## src/pkg/rffc_pkg.sv

```systemverilog
// Package with register map, field layout, timing and carrier types of the flow controller.
// Contract
// - No pause or jam while transmitter disabled.
// - Trigger when fill reaches high level times 64.
// - One pause frame per high-level crossing.
// - High pause time comes from pause quanta.
// - Half duplex jams matching frames for duration.
// - Zero pause when fill below low level.
// - Zero pause only after non-zero pause sent.
// - Any enable bit allows the zero pause.
// - Jam held for period set by duration field.
// - Duration field unused in full duplex.
// - Group frame bit jams in half duplex.
// - Own address bit jams in half duplex.
// - Every-frame bit acts on any frame, overrides.
// - Duration codes map to table of times.
package rffc_pkg;

	localparam int ADDR_W = 12;
	localparam int LEVEL_W = 14;
	localparam int LEVEL_SHIFT = 6;
	localparam int QUANTA_W = 16;
	localparam logic [ADDR_W-1:0] FLOW_CFG_OFF = 12'h0AC;
	localparam logic [ADDR_W-1:0] FLOW_STATUS_OFF = 12'h0C0;
	localparam int HI_LSB = 16;
	localparam int LO_LSB = 8;
	localparam int DUR_LSB = 4;
	localparam int GROUP_BIT = 3;
	localparam int OWN_BIT = 1;
	localparam int ANY_BIT = 0;
	localparam logic [7:0] HI_RESET = 8'h00;
	localparam logic [7:0] LO_RESET = 8'h00;
	localparam logic [3:0] DUR_RESET = 4'h0;
	localparam logic [31:0] WORD_ZERO = 32'h0000_0000;

	// Clock period and the jam times.
	localparam int CLK_PERIOD_PS = 5000;
	localparam int CYC_PER_US_DEF = 1000000 / CLK_PERIOD_PS;
	localparam int JAM_10M_EXTRA_NS = 2200;
	localparam int JAM_10M_EXTRA_CYC_DEF = (JAM_10M_EXTRA_NS * 1000) / CLK_PERIOD_PS;
	localparam int unsigned JAM_US [16] = '{5, 10, 15, 25, 50, 100, 150, 200,
		250, 300, 350, 400, 450, 500, 550, 600};
	localparam int JAM_CNT_W = 18;

	typedef enum logic [1:0] {
		RFFC_PS_IDLE = 2'b00,
		RFFC_PS_HIGH_REQ = 2'b01,
		RFFC_PS_ARMED = 2'b10,
		RFFC_PS_ZERO_REQ = 2'b11
	} rffc_pause_e_t;

	typedef struct packed {
		logic [7:0] flow_high_level;
		logic [7:0] flow_low_level;
		logic [3:0] jam_duration;
		logic jam_on_group_frame;
		logic jam_on_own_address;
		logic flow_on_every_frame;
	} rffc_cfg_t;

	typedef struct packed {
		logic psel;
		logic penable;
		logic pwrite;
		logic [ADDR_W-1:0] paddr;
		logic [31:0] pwdata;
	} rffc_apb_req_t;

	typedef struct packed {
		logic [31:0] prdata;
		logic pready;
		logic pslverr;
	} rffc_apb_rsp_t;

	typedef struct packed {
		logic frame_start;
		logic addr_valid;
		logic is_multicast;
		logic is_own;
	} rffc_rx_evt_t;

	typedef struct packed {
		rffc_cfg_t cfg;
		rffc_pause_e_t pstate;
		logic pause_req;
		logic [QUANTA_W-1:0] pause_time;
		logic jam_start;
		rffc_apb_rsp_t rsp;
	} rffc_state_t;

	typedef struct packed {
		logic busy;
		logic [JAM_CNT_W-1:0] cnt;
	} rffc_timer_t;

endpackage

```

## src/logic/rffc_top.sv

```systemverilog
// Automatic receive FIFO flow controller with its APB register slave.
//
// Register access over APB was decided locally.
`timescale 1ns/1ps
module rffc_top import rffc_pkg::*; #(
	parameter int CYC_PER_US = CYC_PER_US_DEF,
	parameter int EXTRA_10M_CYC = JAM_10M_EXTRA_CYC_DEF
) (
	input wire logic pclk,
	input wire logic presetn,
	input wire rffc_apb_req_t apb_req,
	output rffc_apb_rsp_t apb_rsp,
	input wire logic tx_enabled,
	input wire logic full_duplex,
	input wire logic speed_100,
	input wire logic [LEVEL_W-1:0] rx_fifo_level,
	input wire rffc_rx_evt_t rx_evt,
	input wire logic [QUANTA_W-1:0] pause_quanta_setting,
	input wire logic pause_sent,
	output logic pause_req,
	output logic [QUANTA_W-1:0] pause_time,
	output logic back_pressure
);

	rffc_state_t st_reg;
	rffc_state_t st_next;
	logic [LEVEL_W-1:0] high_bytes;
	logic [LEVEL_W-1:0] low_bytes;
	logic level_high;
	logic level_low;
	logic any_enable;
	logic hd_match;
	logic hd_trigger;
	logic fd_high_ok;
	logic zero_ok;
	logic setup;
	logic access;
	logic [31:0] cfg_word;
	logic [31:0] status_word;

	// Thresholds in bytes; the field counts 64-byte blocks.
	always_comb begin
		high_bytes = LEVEL_W'({st_reg.cfg.flow_high_level, {LEVEL_SHIFT{1'b0}}});
		low_bytes = LEVEL_W'({st_reg.cfg.flow_low_level, {LEVEL_SHIFT{1'b0}}});
		level_high = rx_fifo_level >= high_bytes;
		level_low = rx_fifo_level < low_bytes;
		any_enable = st_reg.cfg.flow_on_every_frame
			| st_reg.cfg.jam_on_group_frame
			| st_reg.cfg.jam_on_own_address;
	end

	// Frame selection in half duplex. The every-frame bit acts on the preamble,
	// so it does not wait for the address to be decoded.
	always_comb begin
		hd_match = 1'b0;
		if (st_reg.cfg.flow_on_every_frame) begin
			hd_match = rx_evt.frame_start;
		end else if (rx_evt.addr_valid) begin
			hd_match = (st_reg.cfg.jam_on_group_frame & rx_evt.is_multicast)
				| (st_reg.cfg.jam_on_own_address & rx_evt.is_own);
		end
		hd_trigger = tx_enabled & !full_duplex & level_high & hd_match;
		fd_high_ok = tx_enabled & full_duplex & level_high
			& st_reg.cfg.flow_on_every_frame;
		zero_ok = tx_enabled & any_enable & level_low;
	end

	// Register images.
	always_comb begin
		cfg_word = WORD_ZERO;
		cfg_word[HI_LSB +: 8] = st_reg.cfg.flow_high_level;
		cfg_word[LO_LSB +: 8] = st_reg.cfg.flow_low_level;
		cfg_word[DUR_LSB +: 4] = st_reg.cfg.jam_duration;
		cfg_word[GROUP_BIT] = st_reg.cfg.jam_on_group_frame;
		cfg_word[OWN_BIT] = st_reg.cfg.jam_on_own_address;
		cfg_word[ANY_BIT] = st_reg.cfg.flow_on_every_frame;
		status_word = WORD_ZERO;
		status_word[0] = level_high;
		status_word[1] = st_reg.pstate == RFFC_PS_ARMED;
		status_word[2] = st_reg.pause_req;
		status_word[3] = back_pressure;
	end

	assign setup = apb_req.psel & !apb_req.penable;
	assign access = apb_req.psel & apb_req.penable & st_reg.rsp.pready;

	always_comb begin
		st_next = st_reg;
		st_next.jam_start = hd_trigger;
		// Answer one cycle after setup; read data is latched then.
		st_next.rsp.pready = setup;
		if (setup) begin
			st_next.rsp.pslverr = 1'b0;
			if (apb_req.paddr == FLOW_CFG_OFF) begin
				st_next.rsp.prdata = cfg_word;
			end else if (apb_req.paddr == FLOW_STATUS_OFF) begin
				st_next.rsp.prdata = status_word;
			end else begin
				st_next.rsp.prdata = WORD_ZERO;
				st_next.rsp.pslverr = 1'b1;
			end
		end
		if (access && apb_req.pwrite && apb_req.paddr == FLOW_CFG_OFF) begin
			st_next.cfg.flow_high_level = apb_req.pwdata[HI_LSB +: 8];
			st_next.cfg.flow_low_level = apb_req.pwdata[LO_LSB +: 8];
			st_next.cfg.jam_duration = apb_req.pwdata[DUR_LSB +: 4];
			st_next.cfg.jam_on_group_frame = apb_req.pwdata[GROUP_BIT];
			st_next.cfg.jam_on_own_address = apb_req.pwdata[OWN_BIT];
			st_next.cfg.flow_on_every_frame = apb_req.pwdata[ANY_BIT];
		end

		// Pause sequencing. A request that loses the transmitter is withdrawn,
		// and a lost zero pause is retried from the armed state.
		case (st_reg.pstate)
			RFFC_PS_IDLE: begin
				if (fd_high_ok) begin
					st_next.pstate = RFFC_PS_HIGH_REQ;
					st_next.pause_req = 1'b1;
					st_next.pause_time = pause_quanta_setting;
				end
			end
			RFFC_PS_HIGH_REQ: begin
				if (!tx_enabled) begin
					st_next.pstate = RFFC_PS_IDLE;
					st_next.pause_req = 1'b0;
				end else if (pause_sent) begin
					st_next.pstate = RFFC_PS_ARMED;
					st_next.pause_req = 1'b0;
				end
			end
			RFFC_PS_ARMED: begin
				if (zero_ok) begin
					st_next.pstate = RFFC_PS_ZERO_REQ;
					st_next.pause_req = 1'b1;
					st_next.pause_time = '0;
				end
			end
			RFFC_PS_ZERO_REQ: begin
				if (!tx_enabled) begin
					st_next.pstate = RFFC_PS_ARMED;
					st_next.pause_req = 1'b0;
				end else if (pause_sent) begin
					st_next.pstate = RFFC_PS_IDLE;
					st_next.pause_req = 1'b0;
				end
			end
			default: begin
				st_next.pstate = RFFC_PS_IDLE;
				st_next.pause_req = 1'b0;
			end
		endcase
	end

	always_ff @(posedge pclk or negedge presetn) begin
		if (!presetn) begin
			st_reg.cfg.flow_high_level <= HI_RESET;
			st_reg.cfg.flow_low_level <= LO_RESET;
			st_reg.cfg.jam_duration <= DUR_RESET;
			st_reg.cfg.jam_on_group_frame <= 1'b0;
			st_reg.cfg.jam_on_own_address <= 1'b0;
			st_reg.cfg.flow_on_every_frame <= 1'b0;
			st_reg.pstate <= RFFC_PS_IDLE;
			st_reg.pause_req <= 1'b0;
			st_reg.pause_time <= '0;
			st_reg.jam_start <= 1'b0;
			st_reg.rsp <= '0;
		end else begin
			st_reg <= st_next;
		end
	end

	// Besides the read-back image, the duration field only reaches the timer, which full duplex never starts.
	rffc_jam_timer #(
		.CYC_PER_US(CYC_PER_US),
		.EXTRA_10M_CYC(EXTRA_10M_CYC)
	) u_jam_timer (
		.pclk(pclk),
		.presetn(presetn),
		.start(st_reg.jam_start),
		.abort(!tx_enabled),
		.jam_duration(st_reg.cfg.jam_duration),
		.speed_100(speed_100),
		.busy(back_pressure)
	);

	assign apb_rsp = st_reg.rsp;
	assign pause_req = st_reg.pause_req;
	assign pause_time = st_reg.pause_time;
endmodule // rffc_top

```

## src/logic/rffc_jam_timer.sv

```systemverilog
// Back-pressure duration timer.
`timescale 1ns/1ps
module rffc_jam_timer import rffc_pkg::*; #(
	parameter int CYC_PER_US = CYC_PER_US_DEF,
	parameter int EXTRA_10M_CYC = JAM_10M_EXTRA_CYC_DEF
) (
	input wire logic pclk,
	input wire logic presetn,
	input wire logic start,
	input wire logic abort,
	input wire logic [3:0] jam_duration,
	input wire logic speed_100,
	output logic busy
);

	rffc_timer_t st_reg;
	rffc_timer_t st_next;
	logic [JAM_CNT_W-1:0] load;

	always_comb begin
		load = JAM_CNT_W'(JAM_US[jam_duration] * CYC_PER_US);
		if (!speed_100) begin
			load = JAM_CNT_W'(JAM_US[jam_duration] * CYC_PER_US + EXTRA_10M_CYC);
		end
		st_next = st_reg;
		if (abort) begin
			st_next.busy = 1'b0;
			st_next.cnt = '0;
		end else if (start) begin
			st_next.busy = 1'b1;
			st_next.cnt = load;
		end else if (st_reg.busy) begin
			if (st_reg.cnt <= JAM_CNT_W'(1)) begin
				st_next.busy = 1'b0;
				st_next.cnt = '0;
			end else begin
				st_next.cnt = st_reg.cnt - JAM_CNT_W'(1);
			end
		end
	end

	always_ff @(posedge pclk or negedge presetn) begin
		if (!presetn) begin
			st_reg <= '0;
		end else begin
			st_reg <= st_next;
		end
	end

	assign busy = st_reg.busy;
endmodule // rffc_jam_timer

```

## config.mk

```make
export PLATFORM = sky130hd
export DESIGN_NAME = rffc_top
export DESIGN_NICKNAME = d
export VERILOG_FILES = /design/src/pkg/rffc_pkg.sv /design/src/logic/rffc_top.sv /design/src/logic/rffc_jam_timer.sv
export SDC_FILE = /design/constraint.sdc
export NUM_CORES = 1
export LEC_CHECK = 0
export ABC_AREA = 1
export BUFFER_PORTS_ARGS = -buffer_cell sky130_fd_sc_hd__clkbuf_2
export CELL_PAD_IN_SITES_DETAIL_PLACEMENT = 1
export CELL_PAD_IN_SITES_GLOBAL_PLACEMENT = 2
export CORE_AREA = 5 5 140 155
export CTS_BUF_LIST = sky130_fd_sc_hd__clkbuf_8
export CTS_CLUSTER_DIAMETER = 50
export DETAILED_ROUTE_END_ITERATION = 8
export DIE_AREA = 0 0 145 160
export PLACE_DENSITY = 0.85
export SLEW_MARGIN = 5
export SYNTH_ARGS = -nofsm -noshare
export SYNTH_HDL_FRONTEND = slang
export SYNTH_SLANG_ARGS = --single-unit
```

## constraint.sdc

```tcl
create_clock -name pclk -period 5.4 [get_ports pclk]
set_input_delay 1.08 -clock pclk [delete_from_list [all_inputs] [get_ports pclk]]
set_output_delay 1.08 -clock pclk [all_outputs]
set_load 0.02 [all_outputs]
```

# Word-level counts from Yosys, hierarchy flattened
# Memory sizes are Yosys's and may differ from the RTL's.
# Index checks and enable logic that the tools add are counted.
# Widths: inputs -> output; s select.
[classes] reduce_logical=8 bitwise_logic=17 n_lt_le_gt_ge=4 n_eq_ne=10 muxes=22 add_sub_neg=2 mul=1
[ops] operator="$mux 19" n=5
[ops] operator="$mux 32" n=2
[ops] operator="$mux 18" n=2
[ops] operator="$mul 32x5->15 const B" n=1
[ops] operator="$pmux 16 s2" n=1
[ops] operator="$eq 12x8->1 const B" n=2
[ops] operator="$mux 24" n=1
[ops] operator="$add 18x9->18 const B" n=1
[ops] operator="$le 18x1->1 const B" n=1
[ops] operator="$sub 18x1->18 const B" n=1
[ops] operator="$ge 14x14->1" n=1
[ops] operator="$lt 14x14->1" n=1
[ops] operator="$and 1x1->1" n=13
[ops] operator="$mux 3" n=4
[ops] operator="$pmux 3 s4" n=1
[ops] operator="$ne 3x3->1 const B" n=2
[ops] operator="$ge 5x5->1 const B" n=1
[ops] operator="$mux 1" n=5
[ops] operator="$not 4->5" n=1
[ops] operator="$eq 2x2->1 const B" n=2
[ops] operator="$mux 4" n=1
[ops] operator="$ne 2x2->1 const B" n=2
[ops] operator="$reduce_and 4->1" n=1
[ops] operator="$ne 3x1->1 const B" n=1
[ops] operator="other kinds (7)" n=11
[totals] n_memories=1 mem_bits_ro=512 input_bits=87 ff_bits=96 wordCells=80 out_inout_bits=52
[mem_list] name="(no name shown)" depth=16 word_bits=32 rd=1 rd_clocked_by_memory_dff=0 write_ports=0 line="rffc_jam_timer.sv:21" source="load = JAM_CNT_W'(JAM_US[jam_duration] * CYC_PER_US);"

# Longest topological paths before layout
[logic_depth] ltp_word=9 depth_mapped=25

# By module
# From an unflattened synthesis, not the netlist that was laid out.
[hier_totals] hier_cells=924 hier_area_um2=7020.5
[by_module_without_submodules] mod="rffc_top" n_inst=1 area_each_um2=3896.2 cells_per_inst=474 seq_area_each_um2=1701.6
[by_module_without_submodules] mod="rffc_jam_timer" n_inst=1 area_each_um2=3124.2 cells_per_inst=450 seq_area_each_um2=475.5

# Worst setup path after synthesis
# No wires, ideal clock.
[synth_timing] kind="register -> register" start="register, netlist name cfg_word[4]" end="register u_jam_timer.st_reg[17] (netlist bit)" setup_time_ns=0.117 path_stages_with_launch=23 setup_slack_ns=1.542 arrival_time_ns=3.741 path_cell_list="dfrtp_1 -> inv_1 -> ha_1 -> inv_1 -> o21ai_0 -> ha_1 -> ha_1 -> inv_1 -> fa_1 -> inv_1 -> ha_1 -> a21oi_2 -> nor2_1 -> nor2_2 -> nand3_1 -> nand2_2 -> nand2_2 -> inv_1 -> nand3_1 -> nand2_1 -> nand3_1 -> nand2_1 -> nand2_1"
[synth_between] elab_chain_cells=9
[synth_rtl] element="$not 4->5 (implied by the code) *" line="rffc_jam_timer.sv:21, rffc_jam_timer.sv:23"
[synth_rtl] element="$mem_v2 16x32 *"
[synth_rtl] element="$mux 32 (implied by the code) * (2 in a row)" line="rffc_jam_timer.sv:21"
[synth_rtl] element="$mul 32x5->15 *" line="rffc_jam_timer.sv:21"
[synth_rtl] element="$add 18x9->18" line="rffc_jam_timer.sv:23" source="load = JAM_CNT_W'(JAM_US[jam_duration] * CYC_PER_US + EXTRA_10M_CYC);"
[synth_rtl] element="$mux 18 *" line="rffc_jam_timer.sv:22" source="if (!speed_100) begin"
[synth_rtl] element="$mux 19 *" line="rffc_jam_timer.sv:29" source="end else if (start) begin"
[synth_rtl] element="$mux 19 *" line="rffc_jam_timer.sv:26" source="if (abort) begin"
[synth_rtl] element="to (signal assigned)" line="rffc_jam_timer.sv:46" source="st_reg <= st_next;"
[synth_rtl] element="to (decl)" line="rffc_jam_timer.sv:16" source="rffc_timer_t st_reg;"
# Every way passes the cells marked *; elsewhere a longest branch is shown, timed or not. The select of a mux whose other input is x is not followed.
# A chain may end at the register's enable or synchronous reset.

# Worst setup path after layout
[layout_timing] start="register, netlist name cfg_word[4]" end="register u_jam_timer.st_reg[17] (netlist bit)"
[layout_between] elab_chain_cells=9
[layout_rtl] element="$not 4->5 (implied by the code) *" line="rffc_jam_timer.sv:21, rffc_jam_timer.sv:23"
[layout_rtl] element="$mem_v2 16x32 *"
[layout_rtl] element="$mux 32 (implied by the code) * (2 in a row)" line="rffc_jam_timer.sv:21"
[layout_rtl] element="$mul 32x5->15 *" line="rffc_jam_timer.sv:21"
[layout_rtl] element="$add 18x9->18" line="rffc_jam_timer.sv:23"
[layout_rtl] element="$mux 18 *" line="rffc_jam_timer.sv:22"
[layout_rtl] element="$mux 19 *" line="rffc_jam_timer.sv:29"
[layout_rtl] element="$mux 19 *" line="rffc_jam_timer.sv:26"
# Marked as above.

==> implementation parameters <==
Parameter                              Value

Run status
  Outcome ... finished, final reports clean

Global routing
  Wire length of the first global-routing pass ... 29200 microns
  Vias in the first global route ... 5966
  Number of antenna violations at the first check in global routing ... 0
  Global-route usage over all layers ... 0.151
  Overall overflow remaining after global route ... 0
  Pin count of the biggest net entering global routing ... 46

Worst setup path
  Reg-to-reg setup timing slack ... 0.90 ns
  CP max FO ... 8
  Setup crit end kind ... register
  Data required time of the critical path ... 5.66 ns
  Worst Path Class, Setup ... register to register
  Critical path startpoint category ... register
  Arrival time worst endpoint ... 4.76 ns

Logic synthesis
  Count of yosys warnings during synthesis ... 0
  Cell taking the most area after synthesis ... sky130_fd_sc_hd__dfrtp_1
  Top-area cell type share of the netlist area ... 0.336
  Post-synth design cell area ... 0.00647 sq mm
  Average cell area after synthesis ... 8.05 sq um
  Synthesized netlist cell count ... 804
  Number of different library cells in the post-synthesis netlist ... 46
  Number of flops mapped to enable cells by yosys ... 0
  Top post-synthesis cells by area ... sky130_fd_sc_hd__dfrtp_1, sky130_fd_sc_hd__ha_1, sky130_fd_sc_hd__nand2_1
  Post-synthesis sequential area ratio ... 0.336
  Top_reg_cell synth ... sky130_fd_sc_hd__dfrtp_1
  Post-synthesis async set-or-reset flop share ... 1.00
  Post-synthesis sequential element count ... 87

Cells and area
  Final-stage net count ... 1030
  Antenna cell count ... 0
  Fraction of final layout cells sized beyond drive strength 1 ... 0.228
  Max FFs per register ... 26
  Area Growth Syn to Fin ... 11.1%
  Multi-input gate area in the final layout ... 0.00348 sq mm
  Area occupied by registers ... 0.00218 sq mm
  Number of standard cells in the layout, taps in and fillers out ... 1137
  Fill cells ... 2474

STA
  Total count of max-transition violations in the final report ... 0
  Setup total negative slack ... 0 ns
  Unrepaired setup endpoints after global routing ... false
  Setup violators final ... 0
  Final count of hold timing violations ... 0
  Fmax ... 222 MHz
  Worst rel slew slack ... 0.429
  Largest clock skew in the final design ... 0.0148 ns
  Period utilisation layout ... 0.833
  Final min period ... 4.50 ns
  Transition time at the pin with the least slew margin ... 0.853 ns

Floorplanning
  Chip Height ... 160 microns
  Initial Utilization ... 0.327
  Area of the placeable core ... 0.0198 sq mm
  Die extent in x ... 145 microns
  Num rows ... 54
  Io pins ... 139
  Full die area ... 0.0232 sq mm

Place
  # placed instances ... 1121
  Port bufs ... 121
  Estimated wirelength of the detail-placed design ... 14000 microns
  Routability congestion estimate from global placement ... 0.783

Drt
  First drt pass iteration count ... 4
  Detailed Route Iter0 Violations ... 137
  Count of antenna-violating nets left after detailed routing ... 0
  Ratio of routed vias to standard cells ... 4.77
  # DRC ... 0
  Detailed Route WL ... 17100 microns
  Average routed wire per standard cell ... 15.1 microns
  Via count ... 5429

Clock network
  Number of buffers inserted for hold repair after clock tree synthesis ... 0
  Number of cells upsized or downsized after cts ... 0
  Clock transition time at the flip-flop clock pins of the worst setup and hold paths ... 0.10 ns
  Clock buffers created by TritonCTS ... 9
  CTS Root Cell ... sky130_fd_sc_hd__clkbuf_8
  CTS sink cnt ... 87
  TritonCTS clock tree ... built
  Htree depth ... 3
  Buffer levels on the longest clock path ... 2
  Clock insertion delay at the later pin of the skew report ... 0.37 ns
  Post-CTS Repair Setup Buffers ... 0

Power
  Final Power ... 0.00133 W
  Peak ir drop on the vdd network ... 0.124 mV
  Total power per unit cell area ... 185 mW/mm^2
  Leak Pwr ... 3.91 nW

Run
  Max-Cap Viols ... 0

Hold path
  Path class of the lowest-slack min-delay path ... register to register
-- cells in the mapped netlist, types with 2 or more instances --
library cell,count
sky130_fd_sc_hd__nand2_2,10
sky130_fd_sc_hd__xnor2_1,6
sky130_fd_sc_hd__nand3_2,5
sky130_fd_sc_hd__nor2_1,48
sky130_fd_sc_hd__o211ai_1,6
sky130_fd_sc_hd__fa_1,5
sky130_fd_sc_hd__a31oi_1,4
sky130_fd_sc_hd__nand4_1,10
sky130_fd_sc_hd__a21oi_1,29
sky130_fd_sc_hd__nand3b_1,4
sky130_fd_sc_hd__ha_1,58
sky130_fd_sc_hd__buf_4,54
sky130_fd_sc_hd__nand2_4,4
sky130_fd_sc_hd__o21ai_0,39
sky130_fd_sc_hd__inv_4,3
sky130_fd_sc_hd__nor4_1,3
sky130_fd_sc_hd__nor3_1,8
sky130_fd_sc_hd__o21bai_1,2
sky130_fd_sc_hd__nand3_1,41
sky130_fd_sc_hd__a221oi_1,2
sky130_fd_sc_hd__mux2_2,23
sky130_fd_sc_hd__nand2_1,187
sky130_fd_sc_hd__o22ai_1,3
sky130_fd_sc_hd__nor2_2,8
sky130_fd_sc_hd__dfrtp_1,87
sky130_fd_sc_hd__inv_1,97
sky130_fd_sc_hd__nor2_4,3
sky130_fd_sc_hd__o31ai_1,19
sky130_fd_sc_hd__xor2_1,10
sky130_fd_sc_hd__clkbuf_1,8
sky130_fd_sc_hd__buf_2,3
-- cell usage in the layout, fill, tap and decap left out, types with 4 or more instances in the layout --
cell	n
sky130_fd_sc_hd__o31ai_1	19
sky130_fd_sc_hd__xnor2_1	6
sky130_fd_sc_hd__nor3_1	8
sky130_fd_sc_hd__ha_1	58
sky130_fd_sc_hd__xor2_1	10
sky130_fd_sc_hd__nand2_4	4
sky130_fd_sc_hd__a31oi_1	4
sky130_fd_sc_hd__nand2_1	187
sky130_fd_sc_hd__nand3b_1	4
sky130_fd_sc_hd__mux2_2	23
sky130_fd_sc_hd__conb_1	8
sky130_fd_sc_hd__fa_1	5
sky130_fd_sc_hd__clkbuf_2	120
sky130_fd_sc_hd__a21oi_1	29
sky130_fd_sc_hd__nor2_1	48
sky130_fd_sc_hd__inv_1	97
sky130_fd_sc_hd__buf_4	4
sky130_fd_sc_hd__nand4_1	10
sky130_fd_sc_hd__o21ai_0	39
sky130_fd_sc_hd__nand3_2	5
sky130_fd_sc_hd__dfrtp_1	87
sky130_fd_sc_hd__nand2_2	10
sky130_fd_sc_hd__nand3_1	41
sky130_fd_sc_hd__o211ai_1	6
sky130_fd_sc_hd__clkbuf_8	10
sky130_fd_sc_hd__nor2_2	8
-- logic make-up (layout without fill, tap and decap cells) --
group           after synthesis  after routing  share of synthesized area
simple gates                336            336                      0.238
compound gates              110            110                      0.101
buf+inv                     167            241                      0.131
other cells                   1              8                   0.000579
mux                          23             23                     0.0400
xor+xnor                     17             17                     0.0259
flops                        87             87                      0.336
fa+ha+maj                    63             63                      0.128
-- critical path, stage by stage (launching register included) --
cell                      delay [ns]
sky130_fd_sc_hd__dfrtp_1        0.48
sky130_fd_sc_hd__inv_1          0.20
sky130_fd_sc_hd__ha_1           0.37
sky130_fd_sc_hd__inv_1          0.09
sky130_fd_sc_hd__o21ai_0        0.43
sky130_fd_sc_hd__ha_1           0.33
sky130_fd_sc_hd__ha_1           0.27
sky130_fd_sc_hd__inv_1          0.05
sky130_fd_sc_hd__fa_1           0.49
sky130_fd_sc_hd__inv_1          0.05
sky130_fd_sc_hd__ha_1           0.37
sky130_fd_sc_hd__a21oi_1        0.32
sky130_fd_sc_hd__nor2_1         0.07
sky130_fd_sc_hd__nor2_1         0.13
sky130_fd_sc_hd__nand2_1        0.07
sky130_fd_sc_hd__nand2_1        0.05
sky130_fd_sc_hd__nand2_1        0.09
sky130_fd_sc_hd__nor2_1         0.17
sky130_fd_sc_hd__nand3_1        0.10
sky130_fd_sc_hd__nand2_1        0.06
sky130_fd_sc_hd__nand3_1        0.08
sky130_fd_sc_hd__nand2_1        0.09
sky130_fd_sc_hd__nand2_1        0.05
-- layout make-up --
type,instances,area share
Clock buffer,10,0.0191
Sequential cell,87,0.303
Timing Repair Buffer,124,0.0877
Tap cell,252,0.0438
Inverter,101,0.0538
Multi-Input combinational cell,557,0.483
Clock inverter,6,0.00957
-- stage by stage --
| stage | setup WS, ns | area [sq um] | utilization | hold WS (ns) |
|---|---|---|---|---|
| 3_5_place_dp | 0.811 | 6990 | 0.353 | 0.460 |
| 4_1_cts | 0.772 | 7190 | 0.363 | 0.485 |
| 5_1_grt | 0.322 | 7190 | 0.363 | 0.504 |
| 3_3_place_gp | 0.881 | 6990 | 0.353 | 0.453 |
| 2_1_floorplan | 1.54 | 6500 | - | 0.443 |
| 6_report | 0.901 | 7190 | 0.363 | 0.478 |
-- layer usage --
layer  GRT usage  vias to the layer above  wire length (microns)
met4      0.0377                        0                    248
met5           0                        -                      0
met2       0.266                      102                   8410
met3      0.0420                       15                   1100
met1       0.181                     2581                   7380
li1            -                     2731                      -
-- worst paths after layout --
check,start,to,cells after the start
setup / recovery,cfg_word[4],u_jam_timer.st_reg[17],22
hold / removal,pause_time[4],pause_time[4],2
setup reg to reg,cfg_word[4],u_jam_timer.st_reg[17],22
hold reg to reg,pause_time[4],pause_time[4],2
max in group asynchronous,presetn,u_jam_timer.st_reg[3],2
min in group asynchronous,presetn,apb_rsp[22],1
-- power by group --
part	internal [W]	switching [W]	leakage, nW
sequential	0.000662	0.0000155	1.20
clock	0.000229	0.000250	0.103
combinational	0.0000531	0.000122	2.60
total	0.000944	0.000387	3.91
Note: power is estimated with default switching activity, not from simulation.
